[src/rtl/rpsel_pkg.sv]
// Function
// Any combination of mapping register values is accepted, no cross interlock.
// One pin may feed many inputs; one output may drive many pins.
// Locked mapping writes are acknowledged normally but change nothing.
// Write lock sits at bit 6 of oscillator control; one blocks, zero permits.
// Lock bit changes only after keys 0x46 then 0x57 to control low byte.
// Lock bit holds its value until changed through the key sequence.
// Shadow copies compare continuously with live registers; mismatch raises device reset.
// With the one-shot fuse active, a set lock bit cannot be cleared.
// Fuse active when unprogrammed (high); inactive allows unlimited lock sessions.
// Mapping registers reset to 0000h: inputs select pin zero, outputs disconnected.
// Lock bit resets unlocked, so mapping writes work straight after reset.
// Mapping never changes pin direction; mapped output may feed sharing inputs.
// Mapping a peripheral does not enable it.
// Remapped functions never override analog pins nor switch them to digital.
// Software should point unused inputs at unused pins, unused pins at null.
// Input register 0 bits 12-8 route pin n for n up to 01111; 11111 grounds.
// Input register 0 bits 15-13 and 7-0 read zero, ignore writes.
// Seventeen mapping registers, nine input and eight output, all lock protected.
// Each input field is 5 bits and routes the pin numbered by its value.
// Output field 00000 leaves default port function, 00011 uart tx, 00100 rts.
// Active remapped output beats other digital functions but never analog ones.
// Keys and lock change are consecutive writes; any other write aborts.
package rpsel_pkg;
   localparam int RPSEL_PINS = 16;
   localparam int RPSEL_IN_REGS = 9;
   localparam int RPSEL_OUT_REGS = 8;
   localparam int RPSEL_MAP_REGS = 17;
   localparam int RPSEL_IN_LANES = 17;
   localparam int RPSEL_CODES = 32;
   localparam int RPSEL_FLD_HI = 8;
   localparam int RPSEL_FLD_LO = 0;
   localparam int RPSEL_LOCK_POS = 6;
   localparam int RPSEL_STAT_LOCK = 0;
   localparam int RPSEL_STAT_FUSE = 1;
   localparam int RPSEL_STAT_KEY = 2;
   localparam logic [4:0] RPSEL_IDX_OUT_BASE = 5'h09;
   localparam logic [4:0] RPSEL_IDX_OSC = 5'h18;
   localparam logic [4:0] RPSEL_IDX_STAT = 5'h19;
   localparam logic [15:0] RPSEL_MAP_RST = 16'h0000;
   localparam logic [15:0] RPSEL_REG0_MASK = 16'h1f00;
   localparam logic [15:0] RPSEL_MAP_MASK = 16'h1f1f;
   localparam logic [7:0] RPSEL_KEY1 = 8'h46;
   localparam logic [7:0] RPSEL_KEY2 = 8'h57;
   localparam logic [4:0] RPSEL_SEL_GND = 5'h1f;
   localparam logic [4:0] RPSEL_OUT_NULL = 5'h00;
   localparam logic [4:0] RPSEL_OUT_UART1_TX = 5'h03;
   localparam logic [4:0] RPSEL_OUT_UART1_RTS = 5'h04;

   typedef enum logic [2:0] {
      RPSEL_KEY_IDLE = 3'b001,
      RPSEL_KEY_ONE = 3'b010,
      RPSEL_KEY_TWO = 3'b100
   } rpsel_key_e;

   typedef struct packed {
      logic en;
      logic [4:0] idx;
      logic [15:0] data;
   } rpsel_wr_s;

   typedef logic [RPSEL_MAP_REGS-1:0][15:0] rpsel_map_t;

   // Writable bits of a mapping register
   function automatic logic [15:0] rpsel_mask(input logic [4:0] idx);
      rpsel_mask = (idx == 5'h00) ? RPSEL_REG0_MASK : RPSEL_MAP_MASK;
   endfunction
endpackage

[src/rtl/rpsel_map_store.sv]
module rpsel_map_store (
   input wire logic clk_i,
   input wire logic rst_i,
   input wire logic ce_i,
   input wire rpsel_pkg::rpsel_wr_s wr_i,
   input wire logic [4:0] rd_idx_i,
   output logic [15:0] rd_data_o,
   output rpsel_pkg::rpsel_map_t map_o,
   output logic mismatch_o
);
   import rpsel_pkg::*;

   rpsel_map_t live_ff;
   rpsel_map_t shadow_ff;
   logic [15:0] rd_ff;
   logic mismatch_ff;

   // Live and shadow take every legal write together
   always_ff @(posedge clk_i) begin
      if (rst_i) begin
         live_ff <= {RPSEL_MAP_REGS{RPSEL_MAP_RST}};
         shadow_ff <= {RPSEL_MAP_REGS{RPSEL_MAP_RST}};
      end else if (ce_i && wr_i.en) begin
         live_ff[wr_i.idx] <= wr_i.data;
         shadow_ff[wr_i.idx] <= wr_i.data;
      end
   end

   always_ff @(posedge clk_i) begin
      if (rst_i) begin
         rd_ff <= RPSEL_MAP_RST;
      end else if (ce_i) begin
         rd_ff <= (rd_idx_i < 5'(RPSEL_MAP_REGS)) ? live_ff[rd_idx_i] : RPSEL_MAP_RST;
      end
   end

   // Only a disturbed cell can differ; hardware writes both copies at once
   always_ff @(posedge clk_i) begin
      if (rst_i) begin
         mismatch_ff <= 1'b0;
      end else if (ce_i) begin
         mismatch_ff <= (live_ff != shadow_ff);
      end
   end

   assign rd_data_o = rd_ff;
   assign map_o = live_ff;
   assign mismatch_o = mismatch_ff;
endmodule

[src/rtl/rpsel_sync2.sv]
module rpsel_sync2 #(
   parameter int W = 1
) (
   input wire logic clk_i,
   input wire logic rst_i,
   input wire logic ce_i,
   input wire logic [W-1:0] d_i,
   input wire logic [W-1:0] rst_val_i,
   output logic [W-1:0] q_o
);
   logic [W-1:0] meta_ff;
   logic [W-1:0] sync_ff;

   // Reset value comes in as a constant tie-off from the parent
   always_ff @(posedge clk_i) begin
      if (rst_i) begin
         meta_ff <= rst_val_i;
         sync_ff <= rst_val_i;
      end else if (ce_i) begin
         meta_ff <= d_i;
         sync_ff <= meta_ff;
      end
   end

   assign q_o = sync_ff;
endmodule

[src/rtl/rpsel_top.sv]
module rpsel_top (
   input wire logic clk_i,
   input wire logic rst_i,
   input wire logic ce_i,
   // Wishbone classic slave
   input wire logic wb_cyc_i,
   input wire logic wb_stb_i,
   input wire logic wb_we_i,
   input wire logic [31:0] wb_adr_i,
   input wire logic [3:0] wb_sel_i,
   input wire logic [31:0] wb_dat_i,
   output logic [31:0] wb_dat_o,
   output logic wb_ack_o,
   // Configuration fuse, high when unprogrammed
   input wire logic one_shot_lock_fuse_i,
   // Pins and pin configuration
   input wire logic [rpsel_pkg::RPSEL_PINS-1:0] remap_pin_in_i,
   input wire logic [rpsel_pkg::RPSEL_PINS-1:0] analog_sel_i,
   input wire logic [rpsel_pkg::RPSEL_PINS-1:0] port_out_i,
   input wire logic [rpsel_pkg::RPSEL_PINS-1:0] port_oe_i,
   output logic [rpsel_pkg::RPSEL_PINS-1:0] remap_pin_out_o,
   output logic [rpsel_pkg::RPSEL_PINS-1:0] remap_pin_oe_o,
   // Peripheral side
   input wire logic [rpsel_pkg::RPSEL_CODES-1:0] periph_out_i,
   output logic [rpsel_pkg::RPSEL_IN_LANES-1:0] periph_in_o,
   // Status
   output logic map_write_lock_o,
   output logic cfg_mismatch_rst_o
);
   import rpsel_pkg::*;

   localparam int SYNC_W = RPSEL_PINS + 1;

   // Bus state
   logic busy_ff;
   logic ack_ff;
   logic [31:0] dat_ff;
   logic req_start;
   logic wr_phase;
   logic [4:0] idx;
   logic is_map;
   logic osc_wr;
   logic [15:0] byte_mask;
   logic [15:0] wr_mask;
   logic [15:0] rd_val;

   // Lock state
   rpsel_key_e key_ff;
   logic map_write_lock_ff;

   // Next values
   rpsel_key_e nxt_key;
   logic nxt_lock;

   // Storage
   rpsel_wr_s map_wr;
   logic [15:0] mem_rdata;
   rpsel_map_t map_live;
   logic mismatch;
   logic mismatch_rst_ff;

   // Synchronised pins and fuse
   logic [SYNC_W-1:0] sync_q;
   logic [RPSEL_PINS-1:0] pin_sync;
   logic fuse_sync;

   // Registered pin and peripheral outputs
   logic [RPSEL_PINS-1:0] pin_out_ff;
   logic [RPSEL_PINS-1:0] pin_oe_ff;
   logic [RPSEL_IN_LANES-1:0] periph_in_ff;
   logic [RPSEL_PINS-1:0] nxt_pin_out;
   logic [RPSEL_PINS-1:0] nxt_pin_oe;
   logic [RPSEL_IN_LANES-1:0] nxt_periph_in;

   // Digital input of a pin; analog pins and ground code read low
   function automatic logic pick_pin(input logic [4:0] sel,
                                     input logic [RPSEL_PINS-1:0] pins,
                                     input logic [RPSEL_PINS-1:0] ana);
      pick_pin = 1'b0;
      if (sel < 5'(RPSEL_PINS)) begin
         pick_pin = pins[sel[3:0]] & ~ana[sel[3:0]];
      end
   endfunction

   // Registers decode only in the low window; upper address bits must be zero
   function automatic logic in_window(input logic [31:0] adr);
      in_window = (adr[31:7] == '0);
   endfunction

   // Fuse rides the pin synchroniser; it only matters after the key sequence
   rpsel_sync2 #(
      .W(SYNC_W)
   ) u_sync (
      .clk_i(clk_i),
      .rst_i(rst_i),
      .ce_i(ce_i),
      .d_i({one_shot_lock_fuse_i, remap_pin_in_i}),
      .rst_val_i('0),
      .q_o(sync_q)
   );

   assign pin_sync = sync_q[RPSEL_PINS-1:0];
   assign fuse_sync = sync_q[RPSEL_PINS];

   // Bus decode
   assign idx = wb_adr_i[6:2];
   assign req_start = wb_cyc_i & wb_stb_i & ~busy_ff & ~ack_ff;
   assign wr_phase = busy_ff & wb_we_i;
   assign is_map = (idx < 5'(RPSEL_MAP_REGS)) & in_window(wb_adr_i);
   assign osc_wr = wr_phase & (idx == RPSEL_IDX_OSC) & in_window(wb_adr_i) & wb_sel_i[0];
   assign byte_mask = {{8{wb_sel_i[1]}}, {8{wb_sel_i[0]}}};
   assign wr_mask = byte_mask & rpsel_mask(idx);

   // Locked writes are still acknowledged, only storage is skipped
   always_comb begin
      map_wr.en = wr_phase & is_map & ~map_write_lock_ff;
      map_wr.idx = idx;
      // Read-modify-write keeps the byte lane that sel leaves out
      map_wr.data = (mem_rdata & ~wr_mask) | (wb_dat_i[15:0] & wr_mask);
   end

   rpsel_map_store u_store (
      .clk_i(clk_i),
      .rst_i(rst_i),
      .ce_i(ce_i),
      .wr_i(map_wr),
      .rd_idx_i(idx),
      .rd_data_o(mem_rdata),
      .map_o(map_live),
      .mismatch_o(mismatch)
   );

   // Read data mux; unmapped addresses read zero
   always_comb begin
      rd_val = '0;
      if (is_map) begin
         rd_val = mem_rdata;
      end else if (in_window(wb_adr_i) && idx == RPSEL_IDX_OSC) begin
         rd_val[RPSEL_LOCK_POS] = map_write_lock_ff;
      end else if (in_window(wb_adr_i) && idx == RPSEL_IDX_STAT) begin
         rd_val[RPSEL_STAT_LOCK] = map_write_lock_ff;
         rd_val[RPSEL_STAT_FUSE] = fuse_sync;
         rd_val[RPSEL_STAT_KEY +: 3] = key_ff;
      end
   end

   // Two-cycle access: take, then answer; storage read lands in between
   always_ff @(posedge clk_i) begin
      if (rst_i) begin
         busy_ff <= 1'b0;
      end else if (ce_i) begin
         busy_ff <= req_start;
      end
   end

   // Ack is a one-cycle pulse; a request still held during the ack cycle is not taken twice
   always_ff @(posedge clk_i) begin
      if (rst_i) begin
         ack_ff <= 1'b0;
      end else if (ce_i) begin
         ack_ff <= busy_ff;
      end
   end

   // Read data holds until the next answer, so a slow master still sees it
   always_ff @(posedge clk_i) begin
      if (rst_i) begin
         dat_ff <= '0;
      end else if (ce_i && busy_ff) begin
         dat_ff <= {16'h0000, rd_val};
      end
   end

   // Key sequence; any other write in between aborts it
   // Only writes advance it, so reads between the keys do no harm
   always_comb begin
      nxt_key = key_ff;
      case (key_ff)
         RPSEL_KEY_IDLE: begin
            nxt_key = (osc_wr && wb_dat_i[7:0] == RPSEL_KEY1) ?
                      RPSEL_KEY_ONE : RPSEL_KEY_IDLE;
         end
         RPSEL_KEY_ONE: begin
            if (osc_wr && wb_dat_i[7:0] == RPSEL_KEY2) begin
               nxt_key = RPSEL_KEY_TWO;
            end else if (osc_wr && wb_dat_i[7:0] == RPSEL_KEY1) begin
               nxt_key = RPSEL_KEY_ONE;
            end else begin
               nxt_key = RPSEL_KEY_IDLE;
            end
         end
         RPSEL_KEY_TWO: begin
            nxt_key = RPSEL_KEY_IDLE;
         end
         default: begin
            nxt_key = RPSEL_KEY_IDLE;
         end
      endcase
   end

   always_ff @(posedge clk_i) begin
      if (rst_i) begin
         key_ff <= RPSEL_KEY_IDLE;
      end else if (ce_i && wr_phase) begin
         key_ff <= nxt_key;
      end
   end

   // Lock bit: never self-clears; with the fuse active it only sets
   always_comb begin
      nxt_lock = map_write_lock_ff;
      if (osc_wr && key_ff == RPSEL_KEY_TWO) begin
         if (!(fuse_sync && map_write_lock_ff)) begin
            nxt_lock = wb_dat_i[RPSEL_LOCK_POS];
         end
      end
   end

   always_ff @(posedge clk_i) begin
      if (rst_i) begin
         map_write_lock_ff <= 1'b0;
      end else if (ce_i) begin
         map_write_lock_ff <= nxt_lock;
      end
   end

   // Registered so a glitch on the wide compare cannot reset the device
   always_ff @(posedge clk_i) begin
      if (rst_i) begin
         mismatch_rst_ff <= 1'b0;
      end else if (ce_i) begin
         mismatch_rst_ff <= mismatch;
      end
   end

   // Input lanes: lane 0 is register 0 bits 12-8, then low and high of the rest
   generate
      for (genvar l = 0; l < RPSEL_IN_LANES; l++) begin : g_in
         localparam int REG = (l + 1) / 2;
         localparam int POS = (l % 2 == 0) ? RPSEL_FLD_HI : RPSEL_FLD_LO;
         // Independent per lane, so many lanes may share one pin
         assign nxt_periph_in[l] = pick_pin(map_live[REG][POS +: 5],
                                            pin_sync, analog_sel_i);
      end
   endgenerate

   // Output fields: pin p in output register p/2, high field for odd p
   generate
      for (genvar p = 0; p < RPSEL_PINS; p++) begin : g_out
         localparam int REG = int'(RPSEL_IDX_OUT_BASE) + p / 2;
         localparam int POS = (p % 2 == 1) ? RPSEL_FLD_HI : RPSEL_FLD_LO;
         logic [4:0] code;
         assign code = map_live[REG][POS +: 5];
         always_comb begin
            // Analog wins over any code; remapping never makes a pin digital
            if (analog_sel_i[p]) begin
               nxt_pin_out[p] = 1'b0;
            end else if (code != RPSEL_OUT_NULL) begin
               nxt_pin_out[p] = periph_out_i[code];
            end else begin
               nxt_pin_out[p] = port_out_i[p];
            end
            // Direction stays with the port logic whatever is mapped
            nxt_pin_oe[p] = port_oe_i[p] & ~analog_sel_i[p];
         end
      end
   endgenerate

   // Peripheral enables live in the peripherals; this block only routes
   always_ff @(posedge clk_i) begin
      if (rst_i) begin
         periph_in_ff <= '0;
      end else if (ce_i) begin
         periph_in_ff <= nxt_periph_in;
      end
   end

   // Registered pin drive costs one cycle but keeps glitches off the pads
   always_ff @(posedge clk_i) begin
      if (rst_i) begin
         pin_out_ff <= '0;
      end else if (ce_i) begin
         pin_out_ff <= nxt_pin_out;
      end
   end

   always_ff @(posedge clk_i) begin
      if (rst_i) begin
         pin_oe_ff <= '0;
      end else if (ce_i) begin
         pin_oe_ff <= nxt_pin_oe;
      end
   end

   assign wb_ack_o = ack_ff;
   assign wb_dat_o = dat_ff;
   assign periph_in_o = periph_in_ff;
   assign remap_pin_out_o = pin_out_ff;
   assign remap_pin_oe_o = pin_oe_ff;
   assign map_write_lock_o = map_write_lock_ff;
   assign cfg_mismatch_rst_o = mismatch_rst_ff;
endmodule

[config.mk]
export PLATFORM = sky130hd
export DESIGN_NAME = rpsel_top
export DESIGN_NICKNAME = d
export VERILOG_FILES = /design/src/rtl/rpsel_pkg.sv /design/src/rtl/rpsel_map_store.sv /design/src/rtl/rpsel_sync2.sv /design/src/rtl/rpsel_top.sv
export SDC_FILE = /design/constraint.sdc
export NUM_CORES = 1
export LEC_CHECK = 0
export ABC_CLOCK_PERIOD_IN_PS = 4100
export BUFFER_PORTS_ARGS = -buffer_cell sky130_fd_sc_hd__buf_4
export CAP_MARGIN = 20
export CORE_UTILIZATION = 60
export CTS_BUF_LIST = sky130_fd_sc_hd__clkbuf_4
export CTS_CLUSTER_SIZE = 40
export DETAILED_ROUTE_END_ITERATION = 16
export GPL_ROUTABILITY_DRIVEN = 0
export PLACE_DENSITY_LB_ADDON = 0.08
export RECOVER_POWER = 25
export REMOVE_ABC_BUFFERS = 1
export SYNTH_ARGS = -nofsm -noshare
export SYNTH_HDL_FRONTEND = slang
export SYNTH_SLANG_ARGS = --single-unit
[constraint.sdc]
create_clock -name clk_i -period 4.1 [get_ports clk_i]
set_input_delay 0.82 -clock clk_i [delete_from_list [all_inputs] [get_ports clk_i]]
set_output_delay 0.82 -clock clk_i [all_outputs]
set_load 0.01 [all_outputs]
After elaboration in Yosys (flattened, before gate mapping)

Cells that the tools add are included.

Logic and storage cells: 389
Register bits: 667

Multiplexer cells: 167
$lt $le $gt $ge: 53
Reduce and logical (&&, ||, !) cells: 29
Bitwise logic cells: 85
Equality and inequality tests: 8

Operators by type and width:

| operator                                                                      | count |
|---|---|
| 272-bit bitwise mux                                                           | 2 |
| 272-bit inequality test                                                       | 1 |
| 1-bit binary-select mux with 4-bit select                                     | 34 |
| 5-bit by 6-bit less-than comparator with 1-bit output (second input constant) | 17 |
| 1-bit two-way mux                                                             | 102 |
| 5-bit less-than comparator (second input constant)                            | 18 |
| 4-bit by 5-bit less-than comparator with 1-bit output (second input constant) | 17 |
| 1-bit binary-select mux with 5-bit select                                     | 16 |
| 16-bit binary-select mux with 5-bit select                                    | 1 |
| 16-bit demux with 5-bit select                                                | 1 |
| 5-bit nonzero test                                                            | 16 |
| 16-bit two-way mux                                                            | 3 |
| 1-bit bitwise AND                                                             | 43 |
| 1-bit inverter                                                                | 37 |
| 16-bit bitwise AND                                                            | 2 |
| 25-bit zero test                                                              | 1 |
| 5-bit two-way mux                                                             | 4 |
| 16-bit by 13-bit bitwise AND with 16-bit output                               | 1 |
| 8-bit by 7-bit equality test with 1-bit output (second input constant)        | 2 |
| 16-bit inverter                                                               | 1 |
| 16-bit bitwise OR                                                             | 1 |
| 5-bit equality test (second input constant)                                   | 2 |
| 1-bit logical AND                                                             | 10 |
| 9-bit two-way mux                                                             | 1 |
| other kinds (9)                                                               | 9 |

Depth between registers and ports, before layout

Depth after elaboration: 8
Mapped depth: 9

Hierarchy

From an unflattened synthesis, not the netlist that was laid out.

Cell total of the unflattened synthesis: 2502
Area total of the unflattened synthesis: 24259.5 µm²

By module, submodules not included:

| module          | times used | sequential area each (µm²) | area an instance (µm²) | cells each |
|---|---|---|---|---|
| rpsel_map_store | 1          | 5765.5                     | 12803.5                | 1508 |
| rpsel_top       | 1          | 1441.4                     | 9865.7                 | 921 |
| rpsel_sync2     | 1          | 1021.0                     | 1590.3                 | 73 |

Worst setup path after synthesis

No wires, ideal clock.

Path kind: input to register
From: in wb_adr_i[3]
To: reg u_store.shadow_ff[33] (netlist name)
Required time: 3.954 ns
Library setup time: 0.146 ns
Slack: 1.326 ns
Stages: 6
Path buffers: 2
Arrival: 2.628 ns
Path through: buf_2 > or4_1 > o21ai_2 > mux2i_1 > clkbuf_1 > a211oi_1

Longest elaborated chain between the ends: 7

RTL lines:

| element                                                                                                       | RTL line              | text |
|---|---|---|
| from (decl)                                                                                                   | rpsel_top.sv:9        | `input wire logic [31:0] wb_adr_i,` |
| parallel branches: the longest is 7 deep, another holds 5-bit by 6-bit less-than comparator with 1-bit output | -                     |  |
| to (signal assigned)                                                                                          | rpsel_map_store.sv:22 | `shadow_ff <= {RPSEL_MAP_REGS{RPSEL_MAP_RST}};` |
| to (signal, indexed assignment)                                                                               | rpsel_map_store.sv:25 | `shadow_ff[wr_i.idx] <= wr_i.data;` |
| to (decl)                                                                                                     | rpsel_map_store.sv:14 | `rpsel_map_t shadow_ff;` |

Several ways; the timed one is not identified.
A chain may end at the register's enable or synchronous reset.

Final worst setup path

From: in rst_i
To: reg u_store.live_ff, in the netlist u_store.map_o[78]

RTL lines:

| element                         | RTL line              | text |
|---|---|---|
| from (decl)                     | rpsel_top.sv:3        | `input wire logic rst_i,` |
| to (signal assigned)            | rpsel_map_store.sv:21 | `live_ff <= {RPSEL_MAP_REGS{RPSEL_MAP_RST}};` |
| to (signal, indexed assignment) | rpsel_map_store.sv:24 | `live_ff[wr_i.idx] <= wr_i.data;` |
| to (decl)                       | rpsel_map_store.sv:13 | `rpsel_map_t live_ff;` |

No word-level cell between the ends.

==> results.sh <==
export IMPL_syn_avg_cell_area_sq_um=10.8
export IMPL_critPathTopFamily="buffers and inverters"
export IMPL_insertion_delay_ns=0.82
export IMPL_finalCriticalPeriod_ns=2.96
export IMPL_drt_iter0_drc=2176
export IMPL_setup_tns_final_ns=0
export IMPL_cts_buffers_inserted=104
export IMPL_die_area_sq_um=39700
export IMPL_num_nets_final=2452
export IMPL_first_pass_iters=6
export IMPL_die_y_um=199
export IMPL_synth_cell_types=55
export IMPL_grt_pass1_wl_mm=109
export IMPL_status="finished with violations"
export IMPL_required_ns=4.64
export IMPL_maxCapViolations=2
export IMPL_core_sq_um=38000
export IMPL_vias_per_cell=6.80
export IMPL_path_cells="buf_8 -> clkbuf_1 -> nor2_1"
export IMPL_cts_tree="built"
export IMPL_yosys_area_top_type="dfxtp_1"
export IMPL_min_delay_path_class="in -> reg"
export IMPL_clockBufferDepth=3
export IMPL_ys_seq_elements=393
export IMPL_synth_ff_type="dfxtp_1"
export IMPL_finalPower_mw=8.07
export IMPL_critPathBufInv=2
export IMPL_p_leak_nw=8.59
export IMPL_die_x_um=199
export IMPL_rows=71
export IMPL_tightest_slew_ns=2.92
export IMPL_yosys_warnings=0
export IMPL_grt_pass1_vias=18600
export IMPL_route_vias_total=19500
export IMPL_grt_usage_pct=36.6
export IMPL_remaining_drc_errors=0
export IMPL_relSlewSlack_pct=-95.0
export IMPL_drive_gt1_share_pct=32.3
export IMPL_clockRootBuffer="clkbuf_4"
export IMPL_rsz0062_at_grt="false"
export IMPL_clk_pin_slew_worst_paths_ns=0.07
export IMPL_antenna_found_initial=2
export IMPL_cts_htree_levels=3
export IMPL_final_max_slew_viol_count=257
export IMPL_cts_resized=0
export IMPL_worstSetupPathType="in -> reg"
export IMPL_synth_area_sq_um=23400
export IMPL_crit_path_max_incr_delay_ns=2.11
export IMPL_yosysTopAreaCellShare_pct=33.7
export IMPL_overflow=0
export IMPL_yosysSeqAreaShare_pct=33.7
export IMPL_routed_wl_mm=72.4
export IMPL_routedWlPerCell_um=25.3
export IMPL_finalSetupViolCount=0
export IMPL_synthTopCellsByArea="dfxtp_1, mux4_2, mux2i_1, nor2_1, a211oi_1"
export IMPL_syn2layout_area_growth_pct=11.5
export IMPL_period_share_pct=72.1
export IMPL_cp_data_arrival_time_ns=3.50
export IMPL_slowest_stage="clkbuf_1"
export IMPL_violations="max-capacitance violations, max-slew violations"
export IMPL_io_pins=255
export IMPL_skew_ns=0.0468
export IMPL_hold_buffers=0
export IMPL_cellPowerDensity_nw_per_um2=310
export IMPL_post_cts_setup_buffers=0
export IMPL_start_kind="primary input"
export IMPL_fmax_ghz=0.338
export IMPL_drtAntennaViolNets=0
export IMPL_vdd_drop_max_mv=0.168
export IMPL_end_kind="register"
export IMPL_io_buffers=213
export IMPL_fillCellCount=3003
export IMPL_ys_async_sr_fraction_pct=0
export IMPL_dp_final_hpwl_mm=46.6
export IMPL_grt_max_degree=194
export IMPL_cts_sinks=393
export IMPL_hold_violations=0
export IMPL_synth_edf_count=0
export IMPL_worstPathMaxFanout=62
export IMPL_syn_inst=2160
export IMPL_start_util_pct=61.5
==> synthesized netlist by cell type, types with 26 or more instances <==
cell,number
buf_2,39
a211oi_1,151
nand2b_1,54
mux2_2,51
nand2_1,54
nor2_1,346
mux4_2,255
nor2b_1,34
mux2i_1,220
dfxtp_1,393
buf_4,26
a21oi_1,36
clkbuf_1,179
==> cell type report <==
| class | count | area (sq um) | share of cell area, % |
|---|---|---|---|
| antenna | 3 | 7.51 | 0.0288 |
| clock buffer | 152 | 1140 | 4.38 |
| clock inverter | 27 | 141 | 0.543 |
| inverter | 13 | 48.8 | 0.187 |
| multi-input combinational | 1500 | 14300 | 55.0 |
| sequential | 393 | 7870 | 30.2 |
| tap | 511 | 639 | 2.45 |
| timing repair buffer | 269 | 1890 | 7.25 |
==> cells by family (layout without fill, tap and decap cells) <==
kind of cell	Yosys count	in the layout	share of synthesized area (%)
compound gates	329	329	10.5
flops	393	393	33.7
xor+xnor	1	1	0.0375
buf+inv	283	461	5.36
simple gates	627	627	13.9
mux	526	526	36.5
other cells	1	20	0.0160
==> per-stage QoR <==
stage | utilization, % | hold WS, ns | area (sq um) | std cells | worst slack, ns
after floorplan | - | 0.446 | 22200 | 1906 | -0.211
after global placement | 65.6 | 0.438 | 24900 | 2686 | 0.827
after detailed placement | 65.6 | 0.449 | 24900 | 2686 | 0.770
after CTS | 69.0 | 0.159 | 26200 | 2865 | 1.63
after global routing | 68.5 | 0.146 | 26100 | 2868 | 0.997
final | 68.5 | 0.210 | 26100 | 2868 | 1.14
==> sequential cells by signal (all words and copies together) (netlist names) <==
signal	flops
u_store.rd_data_o	16
u_sync.q_o	17
key_ff	3
wb_dat_o	16
wb_ack_o	1
map_write_lock_o	1
remap_pin_oe_o	16
busy_ff	1
u_store.shadow_ff	16
u_store.map_o	256
remap_pin_out_o	16
periph_in_o	17
u_sync.meta_ff	17
==> report_power, final <==
| group | internal [mW] | switching (mW) | total [mW] |
|---|---|---|---|
| registers | 3.85 | 0.0231 | 3.87 |
| clock network | 1.75 | 1.63 | 3.38 |
| logic | 0.336 | 0.490 | 0.825 |
| total | 5.93 | 2.14 | 8.07 |
==> layout by cell type (no fill, tap or decap), drive strengths merged, types with 4 or more instances in the layout <==
cell type  synthesis  routed
a211o              5       5
nor3b              6       6
nor4              31      31
dfxtp            393     393
or4b              10      10
a32oi              8       8
a31o               5       5
a22oi             16      16
a211oi           171     171
o311ai             4       4
conb               1      17
mux2              51      51
nand3b            12      12
o21ai             20      20
clkbuf           179     193
o31ai              5       5
a221oi            16      16
inv               13      14
nand2b            54      54
nor3              20      20
nand2             54      54
clkinv             0      22
nand3             17      17
a31oi             13      13
buf               91     228
nor2             348     348
or3                8       8
o32ai              4       4
mux4             255     255
a21oi             36      36
nand4              4       4
or4                8       8
a221o              4       4
mux2i            220     220
nand4b            11      11
nor2b             34      34
o22ai             20      20
==> per-layer routing <==
layer	vias up	routed length, um	GRT usage, %
met5	-	0	0
met3	250	9170	11.1
met4	0	2830	15.9
met1	9382	27800	48.3
met2	1374	32700	55.7
li1	8490	-	-
==> worst paths after layout <==
path / slack (ns) / cells after the start / to / start
setup / recovery: 1.14 / 3 / u_store.map_o[78] / rst_i
hold / removal: 0.21 / 2 / remap_pin_out_o[11] / analog_sel_i[11]
setup reg to reg: 1.70 / 4 / remap_pin_out_o[12] / u_store.map_o[241]
hold reg to reg: 0.46 / 2 / wb_dat_o[1] / wb_dat_o[1]
==> worst register-to-register path, cell delays in order (launching register included) <==
cell and delay [ns]:
dfxtp_1 0.58, mux4_2 0.56, mux4_2 0.46, mux2i_1 0.56, o31ai_1 0.12
No activity file was read; power rests on OpenSTA's default activity.
